`config.mk`:
```
export PLATFORM = sky130hd
export DESIGN_NAME = cbs_side_signals
export DESIGN_NICKNAME = d
export VERILOG_FILES = /design/src/rtl/cbs_pkg.sv /design/src/rtl/cbs_side_signals.sv
export SDC_FILE = /design/constraint.sdc
export NUM_CORES = 1
export LEC_CHECK = 0
export ABC_AREA = 0
export BUFFER_PORTS_ARGS = -buffer_cell sky130_fd_sc_hd__buf_2
export CORE_AREA = 4 4 164 166
export DETAILED_ROUTE_END_ITERATION = 12
export DIE_AREA = 0 0 168 170
export SYNTH_ARGS = -nofsm -noshare
export SYNTH_HDL_FRONTEND = slang
export SYNTH_SLANG_ARGS = --single-unit
```
`constraint.sdc`:
```
create_clock -name SYS_CLK -period 3.9 [get_ports SYS_CLK]
set_input_delay 0 -clock SYS_CLK [delete_from_list [all_inputs] [get_ports SYS_CLK]]
set_output_delay 0 -clock SYS_CLK [all_outputs]
set_load 0.02 [all_outputs]
```
`src/rtl/cbs_pkg.sv`:
```
// Purpose: Constants and types for the bus-cycle side-signal block
// Assumes: 10 MHz system clock, APB register access
// Notes:   Offsets are byte addresses of 32-bit words
package cbs_pkg;
    // ==========================================================
    // Register offsets
    localparam logic [7:0] OFF_CTRL    = 8'h00;
    localparam logic [7:0] OFF_STATUS  = 8'h04;
    localparam logic [7:0] OFF_MCADDR  = 8'h08;
    localparam logic [7:0] OFF_MCCTRL  = 8'h0c;
    localparam logic [7:0] OFF_PAGE    = 8'h10;
    localparam logic [7:0] OFF_CMD     = 8'h14;
    // ==========================================================
    // CTRL fields
    localparam int CTRL_MCE   = 0;   // machine check enable bit
    localparam int CTRL_PFS_LO = 1;  // pin function select low
    localparam int CTRL_PFS_HI = 2;  // pin function select high
    localparam int CTRL_RUN   = 3;   // not decoded; CMD_LEAVE resumes from idle
    localparam logic [31:0] CTRL_RESET = 32'h0000_0000;
    // STATUS fields
    localparam int ST_MCPEND  = 0;
    localparam int ST_IDLE    = 1;
    localparam int ST_BUILTIN_SELFTEST    = 2;
    localparam int ST_TRI     = 3;
    localparam int ST_OUTST0  = 4;
    // PAGE fields
    localparam int PAGE_PWT   = 3;   // writethrough hint
    localparam int PAGE_PCD   = 4;   // cache disable hint
    // CMD fields
    localparam int CMD_PROBE  = 0;   // enter probe state
    localparam int CMD_MCACK  = 1;   // clear machine check pending
    localparam int CMD_LEAVE  = 2;   // leave probe/idle
    // Timing
    localparam int PARITY_CHECK_FLAG_DELAY   = 2;
    localparam int NA_DELAY     = 2;
    localparam int MAX_OUTSTAND = 2;
    // ==========================================================
    // Run state
    typedef enum logic [1:0] {
        RUN_EXEC  = 2'b00,
        RUN_IDLE  = 2'b01,
        RUN_PROBE = 2'b10
    } cbs_run_t;
endpackage

```
`src/rtl/cbs_side_signals.sv`:
```
// Purpose: Bus-cycle side signals: pipelining, parity, page hints,
//          debug pin mux, run/stop, reset straps
// Assumes: SYS_CLK 10 MHz; async inputs synchronised here
`timescale 1ns/1ps
module cbs_side_signals #(
    parameter int DATA_BYTES = 8
) (
    input  wire logic                    SYS_CLK,           // System clock
    input  wire logic                    RESET_N,           // Async reset, low
    // APB
    input  wire logic                    PSEL,              // Slave select
    input  wire logic                    PENABLE,           // Access phase
    input  wire logic                    PWRITE,            // Write direction
    input  wire logic [7:0]              PADDR,             // Byte address
    input  wire logic [31:0]             PWDATA,            // Write data
    output logic      [31:0]             PRDATA,            // Read data
    output logic                         PREADY,            // Always ready
    output logic                         PSLVERR,           // Unmapped access
    // Core request side
    input  wire logic                    CYCLE_REQ,         // Core wants a cycle
    input  wire logic [31:0]             CYCLE_ADDR,        // Address of request
    input  wire logic [3:0]              CYCLE_CTRL,        // Cycle definition
    input  wire logic                    CYCLE_LOCKED,      // Locked request
    input  wire logic                    CYCLE_MISALIGN,    // Misaligned request
    output logic                         CYCLE_ACK,         // Request taken
    input  wire logic                    INSTR_BOUNDARY,    // Core at boundary
    input  wire logic                    BP_MATCH0,         // Breakpoint 0 hit
    input  wire logic                    BP_MATCH1,         // Breakpoint 1 hit
    input  wire logic                    PM_EVENT0,         // Perf event 0
    input  wire logic                    PM_EVENT1,         // Perf event 1
    // Bus pins
    input  wire logic                    NEXT_ADDRESS_REQUEST_N, // Next address
    input  wire logic                    BURST_READY_IN_N,  // Data ready
    input  wire logic                    PARITY_ENABLE_IN_N, // Parity enable
    input  wire logic                    CYCLE_DONE,        // Last ready of cycle
    input  wire logic [DATA_BYTES*8-1:0] DATA_IN,           // Read data
    input  wire logic [DATA_BYTES-1:0]   DATA_PAR_IN,       // Even byte parity
    input  wire logic [DATA_BYTES-1:0]   BYTE_VALID,        // Valid lanes
    input  wire logic                    RUN_STOP_N,        // Run/stop pin
    input  wire logic                    CACHE_FLUSH_N,     // Strap at reset
    input  wire logic                    WARM_RESTART,      // Strap at reset
    output logic                         ADDRESS_STROBE_OUT_N, // Address strobe
    output logic                         PARITY_CHECK_FLAG_N,  // Parity flag
    output logic                         PAGE_CACHE_DISABLE_OUT, // Page hint
    output logic                         PAGE_WRITETHROUGH_OUT, // Page hint
    output logic [1:0]                   PERFMON_BREAKPOINT_PINS, // Muxed pins
    output logic                         PROBE_READY_OUT,   // Stopped
    output logic                         SPLIT_CYCLE_OUT,   // Split locked
    output logic                         MACHINE_CHECK,     // Exception request
    output logic                         CACHE_INVALIDATE,  // Invalidate pulse
    output logic                         BUILTIN_SELFTEST   // Self test run
);
    // Elaboration check on the lane count
    if (DATA_BYTES < 1 || DATA_BYTES > 8) begin
        $error("DATA_BYTES must be 1..8");
    end

    // ==========================================================
    // Synchronisers
    logic [1:0] na_s, rdy_s, pen_s, rs_s;
    logic       rs_prev_q;
    always_ff @(posedge SYS_CLK or negedge RESET_N) begin
        if (!RESET_N) begin
            na_s  <= 2'b11;
            rdy_s <= 2'b11;
            pen_s <= 2'b11;
            rs_s  <= 2'b11;
        end else begin
            na_s  <= {na_s[0], NEXT_ADDRESS_REQUEST_N};
            rdy_s <= {rdy_s[0], BURST_READY_IN_N};
            pen_s <= {pen_s[0], PARITY_ENABLE_IN_N};
            rs_s  <= {rs_s[0], RUN_STOP_N};
        end
    end
    wire na_act  = !na_s[1];
    wire rdy_act = !rdy_s[1];
    wire pen_act = !pen_s[1];

    // ==========================================================
    // Registers
    logic [31:0] ctrl_q, mc_addr_q, page_q;
    logic [3:0]  mc_ctrl_q;
    logic        mc_pend_q, builtin_selftest_q, tri_q, strap_done_q;
    cbs_pkg::cbs_run_t run_q;
    logic [1:0]  outst_q;
    wire wr_en = PSEL && PENABLE && PWRITE;
    wire cmd_wr = wr_en && PADDR == cbs_pkg::OFF_CMD;

    // Control and page register writes
    always_ff @(posedge SYS_CLK or negedge RESET_N) begin
        if (!RESET_N) begin
            ctrl_q <= cbs_pkg::CTRL_RESET;
            page_q <= 32'h0000_0000;
        end else if (wr_en && PADDR == cbs_pkg::OFF_CTRL) begin
            ctrl_q <= PWDATA;
        end else if (wr_en && PADDR == cbs_pkg::OFF_PAGE) begin
            page_q <= PWDATA;
        end
    end

    // APB read mux and response
    always_comb begin
        PREADY  = 1'b1;
        PSLVERR = 1'b0;
        PRDATA  = 32'h0000_0000;
        unique case (PADDR)
            cbs_pkg::OFF_CTRL:   PRDATA = ctrl_q;
            cbs_pkg::OFF_STATUS: PRDATA = {26'h0, outst_q, tri_q, builtin_selftest_q,
                                           run_q != cbs_pkg::RUN_EXEC, mc_pend_q};
            cbs_pkg::OFF_MCADDR: PRDATA = mc_addr_q;
            cbs_pkg::OFF_MCCTRL: PRDATA = {28'h0, mc_ctrl_q};
            cbs_pkg::OFF_PAGE:   PRDATA = page_q;
            cbs_pkg::OFF_CMD:    PRDATA = 32'h0000_0000;
            default:             PSLVERR = PSEL && PENABLE;
        endcase
    end

    // ==========================================================
    // Reset straps, caught on first clock after release
    always_ff @(posedge SYS_CLK or negedge RESET_N) begin
        if (!RESET_N) begin
            strap_done_q <= 1'b0;
            builtin_selftest_q       <= 1'b0;
            tri_q        <= 1'b0;
        end else if (!strap_done_q) begin
            strap_done_q <= 1'b1;
            builtin_selftest_q       <= WARM_RESTART;
            tri_q        <= !CACHE_FLUSH_N;
        end
    end
    assign BUILTIN_SELFTEST = builtin_selftest_q;
    assign CACHE_INVALIDATE = !strap_done_q;              // no writeback path

    // ==========================================================
    // Next-address pipelining
    logic       na_dly_q;
    logic       ads_q, pend_q;
    wire take = CYCLE_REQ && outst_q < 2'(cbs_pkg::MAX_OUTSTAND)
                && !pend_q && run_q == cbs_pkg::RUN_EXEC;
    assign CYCLE_ACK = take;
    wire first_issue = take && outst_q == 2'd0;
    wire done = CYCLE_DONE && rdy_act;
    always_ff @(posedge SYS_CLK or negedge RESET_N) begin
        if (!RESET_N) begin
            na_dly_q <= 1'b0;
            pend_q   <= 1'b0;
            ads_q    <= 1'b0;
            outst_q  <= 2'd0;
        end else begin
            // One strobe per pending cycle, even if the request is held
            na_dly_q <= na_act && pend_q && !na_dly_q;
            ads_q    <= first_issue || na_dly_q;
            if (take && !first_issue)
                pend_q <= 1'b1;
            else if (na_dly_q)
                pend_q <= 1'b0;
            // At most two in flight
            outst_q <= outst_q + 2'(take) - 2'(done && outst_q != 2'd0);
        end
    end
    assign ADDRESS_STROBE_OUT_N = !ads_q;

    // ==========================================================
    // Parity check, two-clock delay
    function automatic logic par_err(input logic [DATA_BYTES*8-1:0] d,
                                     input logic [DATA_BYTES-1:0] p,
                                     input logic [DATA_BYTES-1:0] v);
        logic e;
        e = 1'b0;
        for (int i = 0; i < DATA_BYTES; i++)
            if (v[i] && ((^d[i*8 +: 8]) ^ p[i]))
                e = 1'b1;
        return e;
    endfunction
    logic [cbs_pkg::PARITY_CHECK_FLAG_DELAY-1:0] perr_q;
    logic [31:0] addr_q;
    logic [3:0]  ctl_q;
    wire perr_now = rdy_act && par_err(DATA_IN, DATA_PAR_IN, BYTE_VALID);
    always_ff @(posedge SYS_CLK or negedge RESET_N) begin
        if (!RESET_N) begin
            perr_q <= '0;
            addr_q <= 32'h0000_0000;
            ctl_q  <= 4'h0;
        end else begin
            perr_q <= {perr_q[cbs_pkg::PARITY_CHECK_FLAG_DELAY-2:0], perr_now};
            if (take) begin
                addr_q <= CYCLE_ADDR;
                ctl_q  <= CYCLE_CTRL;
            end
        end
    end
    assign PARITY_CHECK_FLAG_N = !perr_q[cbs_pkg::PARITY_CHECK_FLAG_DELAY-1];

    // Machine check latch; set wins over clear
    always_ff @(posedge SYS_CLK or negedge RESET_N) begin
        if (!RESET_N) begin
            mc_addr_q <= 32'h0000_0000;
            mc_ctrl_q <= 4'h0;
            mc_pend_q <= 1'b0;
        end else if (perr_now && pen_act) begin
            mc_addr_q <= addr_q;
            mc_ctrl_q <= ctl_q;
            mc_pend_q <= 1'b1;
        end else if (cmd_wr && PWDATA[cbs_pkg::CMD_MCACK]) begin
            mc_pend_q <= 1'b0;
        end
    end
    assign MACHINE_CHECK = mc_pend_q && ctrl_q[cbs_pkg::CTRL_MCE]
                           && INSTR_BOUNDARY;

    // ==========================================================
    // Page hints and split flag
    always_ff @(posedge SYS_CLK or negedge RESET_N) begin
        if (!RESET_N) begin
            PAGE_CACHE_DISABLE_OUT <= 1'b0;
            PAGE_WRITETHROUGH_OUT  <= 1'b0;
            SPLIT_CYCLE_OUT        <= 1'b0;
        end else if (take) begin
            PAGE_CACHE_DISABLE_OUT <= page_q[cbs_pkg::PAGE_PCD];
            PAGE_WRITETHROUGH_OUT  <= page_q[cbs_pkg::PAGE_PWT];
            SPLIT_CYCLE_OUT <= CYCLE_LOCKED && CYCLE_MISALIGN;
        end
    end

    // Debug pin mux
    always_ff @(posedge SYS_CLK or negedge RESET_N) begin
        if (!RESET_N)
            PERFMON_BREAKPOINT_PINS <= 2'b00;
        else begin
            PERFMON_BREAKPOINT_PINS[0] <= ctrl_q[cbs_pkg::CTRL_PFS_LO]
                                          ? BP_MATCH0 : PM_EVENT0;
            PERFMON_BREAKPOINT_PINS[1] <= ctrl_q[cbs_pkg::CTRL_PFS_HI]
                                          ? BP_MATCH1 : PM_EVENT1;
        end
    end

    // ==========================================================
    // Run/stop and probe state
    logic stop_req_q;
    always_ff @(posedge SYS_CLK or negedge RESET_N) begin
        if (!RESET_N) begin
            rs_prev_q  <= 1'b1;
            stop_req_q <= 1'b0;
            run_q      <= cbs_pkg::RUN_EXEC;
        end else begin
            rs_prev_q <= rs_s[1];
            unique case (run_q)
                cbs_pkg::RUN_EXEC: begin
                    if (cmd_wr && PWDATA[cbs_pkg::CMD_PROBE])
                        run_q <= cbs_pkg::RUN_PROBE;
                    else if (stop_req_q && INSTR_BOUNDARY) begin
                        run_q      <= cbs_pkg::RUN_IDLE;
                        stop_req_q <= 1'b0;
                    end
                end
                default: begin
                    if (cmd_wr && PWDATA[cbs_pkg::CMD_LEAVE])
                        run_q <= cbs_pkg::RUN_EXEC;
                end
            endcase
            // A new falling edge wins over the clear on idle entry
            if (rs_prev_q && !rs_s[1])
                stop_req_q <= 1'b1;
        end
    end
    assign PROBE_READY_OUT = run_q != cbs_pkg::RUN_EXEC;

    // ==========================================================
    // Assertions
    // Pipelining, parity, machine check, pin mux and page hints
    ads_after_na_a: assert property (@(posedge SYS_CLK) disable iff (!RESET_N)
        (na_act && pend_q && !na_dly_q) |-> ##2 !ADDRESS_STROBE_OUT_N)
        else $error("strobe not two clocks after next address");
    outstanding_a: assert property (@(posedge SYS_CLK) disable iff (!RESET_N)
        outst_q <= 2'd2)
        else $error("more than two cycles outstanding");
    parity_check_flag_delay_a: assert property (@(posedge SYS_CLK) disable iff (!RESET_N)
        perr_now |-> ##2 !PARITY_CHECK_FLAG_N)
        else $error("parity flag not two clocks after ready");
    parity_check_flag_quiet_a: assert property (@(posedge SYS_CLK) disable iff (!RESET_N)
        !$past(perr_now, 2) |-> PARITY_CHECK_FLAG_N)
        else $error("parity flag low without error");
    lane_mask_a: assert property (@(posedge SYS_CLK) disable iff (!RESET_N)
        (BYTE_VALID == '0) |-> !perr_now)
        else $error("error on invalid lanes");
    mc_latch_a: assert property (@(posedge SYS_CLK) disable iff (!RESET_N)
        (perr_now && pen_act) |=> (mc_pend_q && mc_addr_q == $past(addr_q)))
        else $error("machine check not latched");
    mc_enable_a: assert property (@(posedge SYS_CLK) disable iff (!RESET_N)
        MACHINE_CHECK |-> ctrl_q[cbs_pkg::CTRL_MCE])
        else $error("machine check without enable");
    pin_mux_a: assert property (@(posedge SYS_CLK) disable iff (!RESET_N)
        !ctrl_q[cbs_pkg::CTRL_PFS_LO] |=> PERFMON_BREAKPOINT_PINS[0] == $past(PM_EVENT0))
        else $error("pin 0 not in monitor mode");
    pin_mux_hi_a: assert property (@(posedge SYS_CLK) disable iff (!RESET_N)
        ctrl_q[cbs_pkg::CTRL_PFS_HI] |=> PERFMON_BREAKPOINT_PINS[1] == $past(BP_MATCH1))
        else $error("pin 1 not in breakpoint mode");
    page_hint_a: assert property (@(posedge SYS_CLK) disable iff (!RESET_N)
        take |=> (PAGE_CACHE_DISABLE_OUT == $past(page_q[cbs_pkg::PAGE_PCD])
                  && PAGE_WRITETHROUGH_OUT == $past(page_q[cbs_pkg::PAGE_PWT])))
        else $error("page hints not taken with request");
    // Run/stop, probe and split flag
    run_stop_a: assert property (@(posedge SYS_CLK) disable iff (!RESET_N)
        (rs_prev_q && !rs_s[1]) |=> stop_req_q)
        else $error("run/stop edge not latched");
    probe_rdy_a: assert property (@(posedge SYS_CLK) disable iff (!RESET_N)
        (stop_req_q && INSTR_BOUNDARY && run_q == cbs_pkg::RUN_EXEC
         && !cmd_wr) |=> PROBE_READY_OUT)
        else $error("probe ready not raised after stop");
    split_a: assert property (@(posedge SYS_CLK) disable iff (!RESET_N)
        (take && CYCLE_LOCKED && CYCLE_MISALIGN) |=> SPLIT_CYCLE_OUT)
        else $error("split flag missing");

    // Main scenarios reached
    pipelined_c: cover property (@(posedge SYS_CLK) disable iff (!RESET_N)
        outst_q == 2'd2);
    split_c: cover property (@(posedge SYS_CLK) disable iff (!RESET_N)
        SPLIT_CYCLE_OUT);
    parity_c: cover property (@(posedge SYS_CLK) disable iff (!RESET_N)
        !PARITY_CHECK_FLAG_N);
    mc_c: cover property (@(posedge SYS_CLK) disable iff (!RESET_N) MACHINE_CHECK);
    idle_c: cover property (@(posedge SYS_CLK) disable iff (!RESET_N)
        run_q == cbs_pkg::RUN_IDLE);
endmodule

```
== Word level (Yosys, flattened, before mapping) ==
Index checks and enable logic that the tools add are counted.

* Flip-flop bits (word level): 164
* Input bits: 176
* Output and inout bits: 46
* Logic and storage cells: 135

* $add $sub $neg: 2
* Magnitude comparators: 1
* Eq/ne operators: 7
* Muxes and demuxes: 24
* Bitwise logic cells: 9
* Reduce and logical (&&, ||, !) cells: 66

{| class="wikitable"
|+ Operator list
! operator !! count
|-
| 32-bit case mux with 5 select lines || 1
|-
| 8-bit parity || 8
|-
| 1-bit logical AND || 32
|-
| 1-bit two-way mux || 19
|-
| 8-bit by 4-bit == test with 1-bit output, second input constant || 2
|-
| 8-bit by 5-bit == test with 1-bit output, second input constant || 2
|-
| 2-bit nonzero test || 7
|-
| 1-bit logical NOT || 11
|-
| 8-bit by 3-bit == test with 1-bit output, second input constant || 1
|-
| 8-bit logical NOT || 1
|-
| 2-bit two-way mux || 4
|-
| 1-bit bitwise XOR || 8
|-
| 6-bit OR reduction || 1
|-
| 2-bit logical NOT || 2
|-
| 2-bit AND reduction || 2
|-
| 3-bit by 1-bit != test with 1-bit output, second input constant || 1
|-
| 3-bit AND reduction || 1
|-
| 2-bit by 1-bit adder with 2-bit output || 1
|-
| 2-bit less-than comparator, second input constant || 1
|-
| 2-bit by 1-bit != test with 1-bit output, second input constant || 1
|-
| 2-bit by 1-bit subtractor with 2-bit output || 1
|-
| 1-bit logical OR || 1
|-
| 1-bit NOT || 1
|}

== Depth between registers and ports, before layout ==
* Depth in word-level cells: 14
* Gate-level depth with buffers: 8

== Worst setup path before layout ==
OpenSTA, ideal clock, no wires.

* Kind: input -> register
* From: in PADDR[1]
* To: reg ctrl_q[10]
* Data arrival time: 1.803 ns
* Data required time: 3.773 ns
* Path slack: 1.969 ns
* Cell stages on the path: 5
* Path buffers: 1
* Cells stage by stage: or4_1 -> or3_4 -> nor4_4 -> buf_6 -> mux2_1

* Word-level cells in the longest chain between the ends: 2

{| class="wikitable"
|+ Ends and longest elaborated chain
! item !! RTL line !! source
|-
| start, declared || cbs_side_signals.sv:14 || <nowiki>input wire logic [7:0] PADDR,</nowiki>
|-
| 8-bit logical NOT || cbs_side_signals.sv:94 || <nowiki>end else if (wr_en && PADDR == cbs_pkg::OFF_CTRL) begin</nowiki>
|-
| 1-bit logical AND || cbs_side_signals.sv:94 ||
|-
| end signal, assigned || cbs_side_signals.sv:92 || <nowiki>ctrl_q <= cbs_pkg::CTRL_RESET;</nowiki>
|-
| end, declared || cbs_side_signals.sv:81 || <nowiki>logic [31:0] ctrl_q, mc_addr_q, page_q;</nowiki>
|}

Every way passes these cells.
A chain may end at the register's enable or synchronous reset.

== Worst setup path in the final report ==
* From: reg outst_q[1]
* To: out CYCLE_ACK

* Word-level cells in the longest chain between the ends: 4

{| class="wikitable"
|+ Ends and longest elaborated chain
! item !! RTL line !! source
|-
| start, declared || cbs_side_signals.sv:85 || <nowiki>logic [1:0] outst_q;</nowiki>
|-
| start signal, assigned || cbs_side_signals.sv:158 || <nowiki>outst_q <= outst_q + 2'(take) - 2'(done && outst_q != 2'd0);</nowiki>
|-
| 2-bit less-than comparator || cbs_side_signals.sv:138 || <nowiki>wire take = CYCLE_REQ && outst_q < 2'(cbs_pkg::MAX_OUTSTAND)</nowiki>
|-
| 1-bit logical AND || cbs_side_signals.sv:138 ||
|-
| 1-bit logical AND (2 in series) || cbs_side_signals.sv:139 || <nowiki>&& !pend_q && run_q == cbs_pkg::RUN_EXEC;</nowiki>
|-
| end, declared || cbs_side_signals.sv:25 || <nowiki>output logic CYCLE_ACK,</nowiki>
|}

Every way passes these cells.

==> results by stage <==
Outcome:
- The flow ran to the end, and the final reports show no timing, DRC or antenna violations.

Floorplanning:
- The total number of placement rows is 59.
- The number of placed I/O pins is 222.
- The width of the chip is 168 um.
- The initial standard-cell utilization of the core is 0.294.
- The area of the die is 0.0286 mm^2.
- The die is 170 um tall.
- The region available for standard cell placement spans 0.0256 mm^2.

Timing:
- The number of hold-slack violations in the final timing report is 0.
- Setup repair after global routing left no endpoint under its margin.
- The aggregate negative setup slack is 0 ps.
- The pin slew with the least headroom to its limit is 1000 ps.
- Based on the critical path, the design can be clocked at up to 405 MHz.
- The worst hold margin is 80.2 ps.
- The worst pin sits at a relative slew slack of 0.332.
- Setup violations remaining at the end of the flow were counted as 0.
- In the finished design, the share of the clock period the worst path needs comes to 0.633.
- Between clock sinks in the finished design, the worst skew comes to 9.50 ps.
- The max-slew violation count is 0.
- The minimum period implied by the final worst setup slack is 2470 ps.

Global routing:
- The via count of the first global-routing pass is 6,020.
- The number of antenna violations at the first check in global routing is 0.
- Across every metal layer, demand over resource in global routing totals 0.141.
- For this run the aggregate overflow at the end of global routing stands at 0.
- The maximum number of pins on one net before global-route repair is 108.
- The first global-routing pass estimated 32.1 mm of wire.

Run:
- The count of maximum capacitance violations is 0.

Layout:
- Of the cells placed in the final design, the portion with a size suffix greater than 1 is 0.389.
- The area growth from synthesis to layout is 38.7%.
- The number of antenna diodes is 0.
- Counting the fill cells in the layout gives 2,468.
- The finished layout holds 1,252 standard cells, fillers aside.
- At the end of the flow, the number of nets in the layout was 1,082.

Drt:
- Summed over all layers, the routed wires come to 20.0 mm.
- The violation count after the first detailed-route iteration is 343.
- The count of nets left with antenna violations after detail routing is 0.
- The final routed wire length divided by cell count is 16.0 um.
- The first detailed-routing pass took 5 iterations.
- The post-detailed-route via-to-cell ratio is 4.48.
- The DRC violations left is 0.
- The detailed router placed 5,613 vias in this run.

Power:
- The total leakage power is 0.00546 uW.
- The largest vdd supply drop is 0.220 mV.
- In this run the power density over the cells is 490 mW/mm^2.

Placed design:
- The detailed placement HPWL is 13.6 mm.
- The last weighted congestion value of the routability-driven placer is 0.735.
- In this run, placement finished with an instance count of 1,135.
- During placement, the flow inserted port buffers numbering 220.

Logic synthesis:
- The distinct cell type count after synthesis is 42.
- Of the post-synthesis cell area, the dominant cell type holds 0.515.
- The cell area after synthesis is 0.00753 mm^2.
- A synthesized cell averages 12.6 um^2.
- The dominant cell type by area after synthesis is sky130_fd_sc_hd__dfrtp_1.
- For this run, the register share of the synthesized area comes to 0.547.
- Yosys mapped a number of flops with a built-in enable equal to 0.
- The number of storage elements in the synthesis netlist is 164.
- By area the synthesized netlist is led by sky130_fd_sc_hd__dfrtp_1 (52%), sky130_fd_sc_hd__mux2_2 (6.6%), sky130_fd_sc_hd__nand2_1 (6.1%).
- The async set-reset flop share out of synthesis is 1.00.
- During synthesis, Yosys emitted a total of 0 warnings.
- For this run, the leading register cell type out of synthesis is sky130_fd_sc_hd__dfrtp_1.
- The cell count after synthesis is 598.

Worst setup path:
- The delay of the slowest cell on the worst path is 660 ps.
- The family with the most delay on the worst path is buffers and inverters.
- The type of destination of the critical path is an output port.
- The buffer and inverter count on the worst path is 3.
- Data on the critical path is required at its endpoint by 3900 ps.
- The data arrival time of the critical path is 2470 ps.
- The critical path goes through nor2_1 > nand3_2 > buf_4 > inv_2 > buf_2.
- The kind of critical path is reg -> out.
- The launching point of the worst reg2reg path is outst_q[1]$_DFF_PN0_.
- The highest fanout seen on the critical path is 43.
- The critical path startpoint category is a flop.
- The start point of the critical path is outst_q[1]$_DFF_PN0_.
- For this design, the slowest cell found on the critical path is sky130_fd_sc_hd__inv_2.

Min path:
- In this run the most critical hold path is launched from PADDR[4].
- The worst hold path belongs to the class in -> reg.

CTS:
- The CTS root buffer is sky130_fd_sc_hd__clkbuf_16.
- The clock net in this run drives a total of 164 sinks.
- The number of buffers inserted to repair setup after CTS is 0.
- The count of hold buffers inserted by post-cts repair is 85.
- The clock passes through at most 2 buffers.
- The TritonCTS clock tree is built.
- The number of buffers created by CTS is 17.
- The later pin in the worst-skew pair is clocked with a latency of 420 ps.
- The clock transition at the registers of the reported paths is 70 ps.
- The clock tree synthesis step divided the H-tree into 4 levels.
- The number of gates resized after CTS was 0.
## worst register-to-register path, delay by kind of cell, from the launching register on
kind                       cells  cell delay (ps)
buffers and inverters          2              960
DFF                            1              430
and+or+nand+nor                2              340
adders and majority gates      1              290
xor gates and xnor gates       2              280
## layout by cell type, fill, tap and decap left out, types with 2 or more instances in the layout
master,count
sky130_fd_sc_hd__clkbuf_16,17
sky130_fd_sc_hd__a22oi_1,10
sky130_fd_sc_hd__a22o_1,4
sky130_fd_sc_hd__inv_1,35
sky130_fd_sc_hd__nand2_1,122
sky130_fd_sc_hd__clkbuf_8,5
sky130_fd_sc_hd__xnor2_1,41
sky130_fd_sc_hd__conb_1,2
sky130_fd_sc_hd__o21ai_0,5
sky130_fd_sc_hd__mux2_4,29
sky130_fd_sc_hd__dfrtp_1,155
sky130_fd_sc_hd__buf_2,219
sky130_fd_sc_hd__xor2_1,8
sky130_fd_sc_hd__dlygate4sd3_1,85
sky130_fd_sc_hd__nor2b_1,2
sky130_fd_sc_hd__a222oi_1,26
sky130_fd_sc_hd__o22ai_1,2
sky130_fd_sc_hd__clkinv_4,2
sky130_fd_sc_hd__ha_1,2
sky130_fd_sc_hd__xnor3_1,8
sky130_fd_sc_hd__mux4_2,3
sky130_fd_sc_hd__a21oi_1,2
sky130_fd_sc_hd__mux2_2,44
sky130_fd_sc_hd__dfstp_2,9
sky130_fd_sc_hd__and3_1,3
sky130_fd_sc_hd__clkinvlp_4,3
sky130_fd_sc_hd__bufinv_16,2
sky130_fd_sc_hd__inv_6,2
sky130_fd_sc_hd__mux2_1,31
sky130_fd_sc_hd__nor3b_1,2
sky130_fd_sc_hd__nor3_1,2
sky130_fd_sc_hd__nor2_1,6
sky130_fd_sc_hd__buf_4,11
## report_power, final
part	internal, uW	switching [uW]	total [uW]
logic	609	419	1030
registers	2120	242	2360
clock network	1040	694	1730
## per-layer routing
layer  up-vias  wire length (um)  global-route usage
li1       2666                 -                   -
met5         -                 0                   0
met4         0               292              0.0455
met2       164              9770               0.238
met3        20               941              0.0260
met1      2763              9050               0.185
## cells in the mapped netlist, types with 3 or more instances
library cell and n:
sky130_fd_sc_hd__a222oi_1 26, sky130_fd_sc_hd__a22o_1 4, sky130_fd_sc_hd__a22oi_1 10, sky130_fd_sc_hd__and3_1 4
sky130_fd_sc_hd__buf_2 6, sky130_fd_sc_hd__buf_4 4, sky130_fd_sc_hd__buf_6 6, sky130_fd_sc_hd__clkbuf_1 13
sky130_fd_sc_hd__dfrtp_1 155, sky130_fd_sc_hd__dfstp_2 9, sky130_fd_sc_hd__inv_1 36, sky130_fd_sc_hd__mux2_1 31
sky130_fd_sc_hd__mux2_2 44, sky130_fd_sc_hd__mux2_4 29, sky130_fd_sc_hd__mux4_2 3, sky130_fd_sc_hd__nand2_1 122
sky130_fd_sc_hd__nor2_1 6, sky130_fd_sc_hd__o21ai_0 5, sky130_fd_sc_hd__xnor2_1 41, sky130_fd_sc_hd__xnor3_1 8
sky130_fd_sc_hd__xor2_1 8
## area by class of cell
class / count / area (um^2) / share of cell area
tap: 335 / 419 / 0.0402
clock inverter: 9 / 118 / 0.0113
sequential: 164 / 4120 / 0.394
timing repair buffer: 316 / 2040 / 0.195
clock buffer: 23 / 498 / 0.0477
inverter: 36 / 135 / 0.0129
multi-input combinational: 369 / 3110 / 0.298
## stage by stage
step           area (um^2)  power [uW]  setup WS [ps]  utilization
6_report             10400        5120           1430        0.408
5_1_grt              10400        5440           1220        0.408
4_1_cts              10400        5200           1350        0.408
3_5_place_dp          8970        3360           1320        0.350
3_3_place_gp          8970        3310           1350        0.350
2_1_floorplan         7530        3020           1970            -
## sequential cells by signal, indices dropped and copies added, names as in the netlist, 4 cells and up
register   flops
mc_addr_q     32
ctl_q          4
ctrl_q        32
page_q        32
addr_q        32
mc_ctrl_q      4
## kinds of logic (layout without fill, tap and decap cells)
family / after synthesis / in the layout / share of synthesized area
compound gates: 53 / 53 / 0.0623
buf+inv: 66 / 384 / 0.0421
flops: 164 / 164 / 0.547
xor+xnor: 58 / 58 / 0.0831
mux: 107 / 107 / 0.179
simple gates: 147 / 147 / 0.0829
fa+ha+maj: 2 / 2 / 0.00332
other cells: 1 / 2 / 0.000498
## final timing paths
check | end | slack (ps) | cells past startpoint
min in group asynchronous | ctrl_q[15]$_DFFE_PN0P_ | 300 | 2
worst max-delay path | CYCLE_ACK | 1430 | 5
max in group asynchronous | rs_s[0]$_DFF_PN1_ | 2570 | 3
worst min register to register | perr_q[1]$_DFF_PN0_ | 350 | 0
worst max register to register | outst_q[1]$_DFF_PN0_ | 1510 | 7
worst min-delay path | run_q[1]$_DFFE_PN0P_ | 80 | 4
No activity file was read; power rests on OpenSTA's default activity.
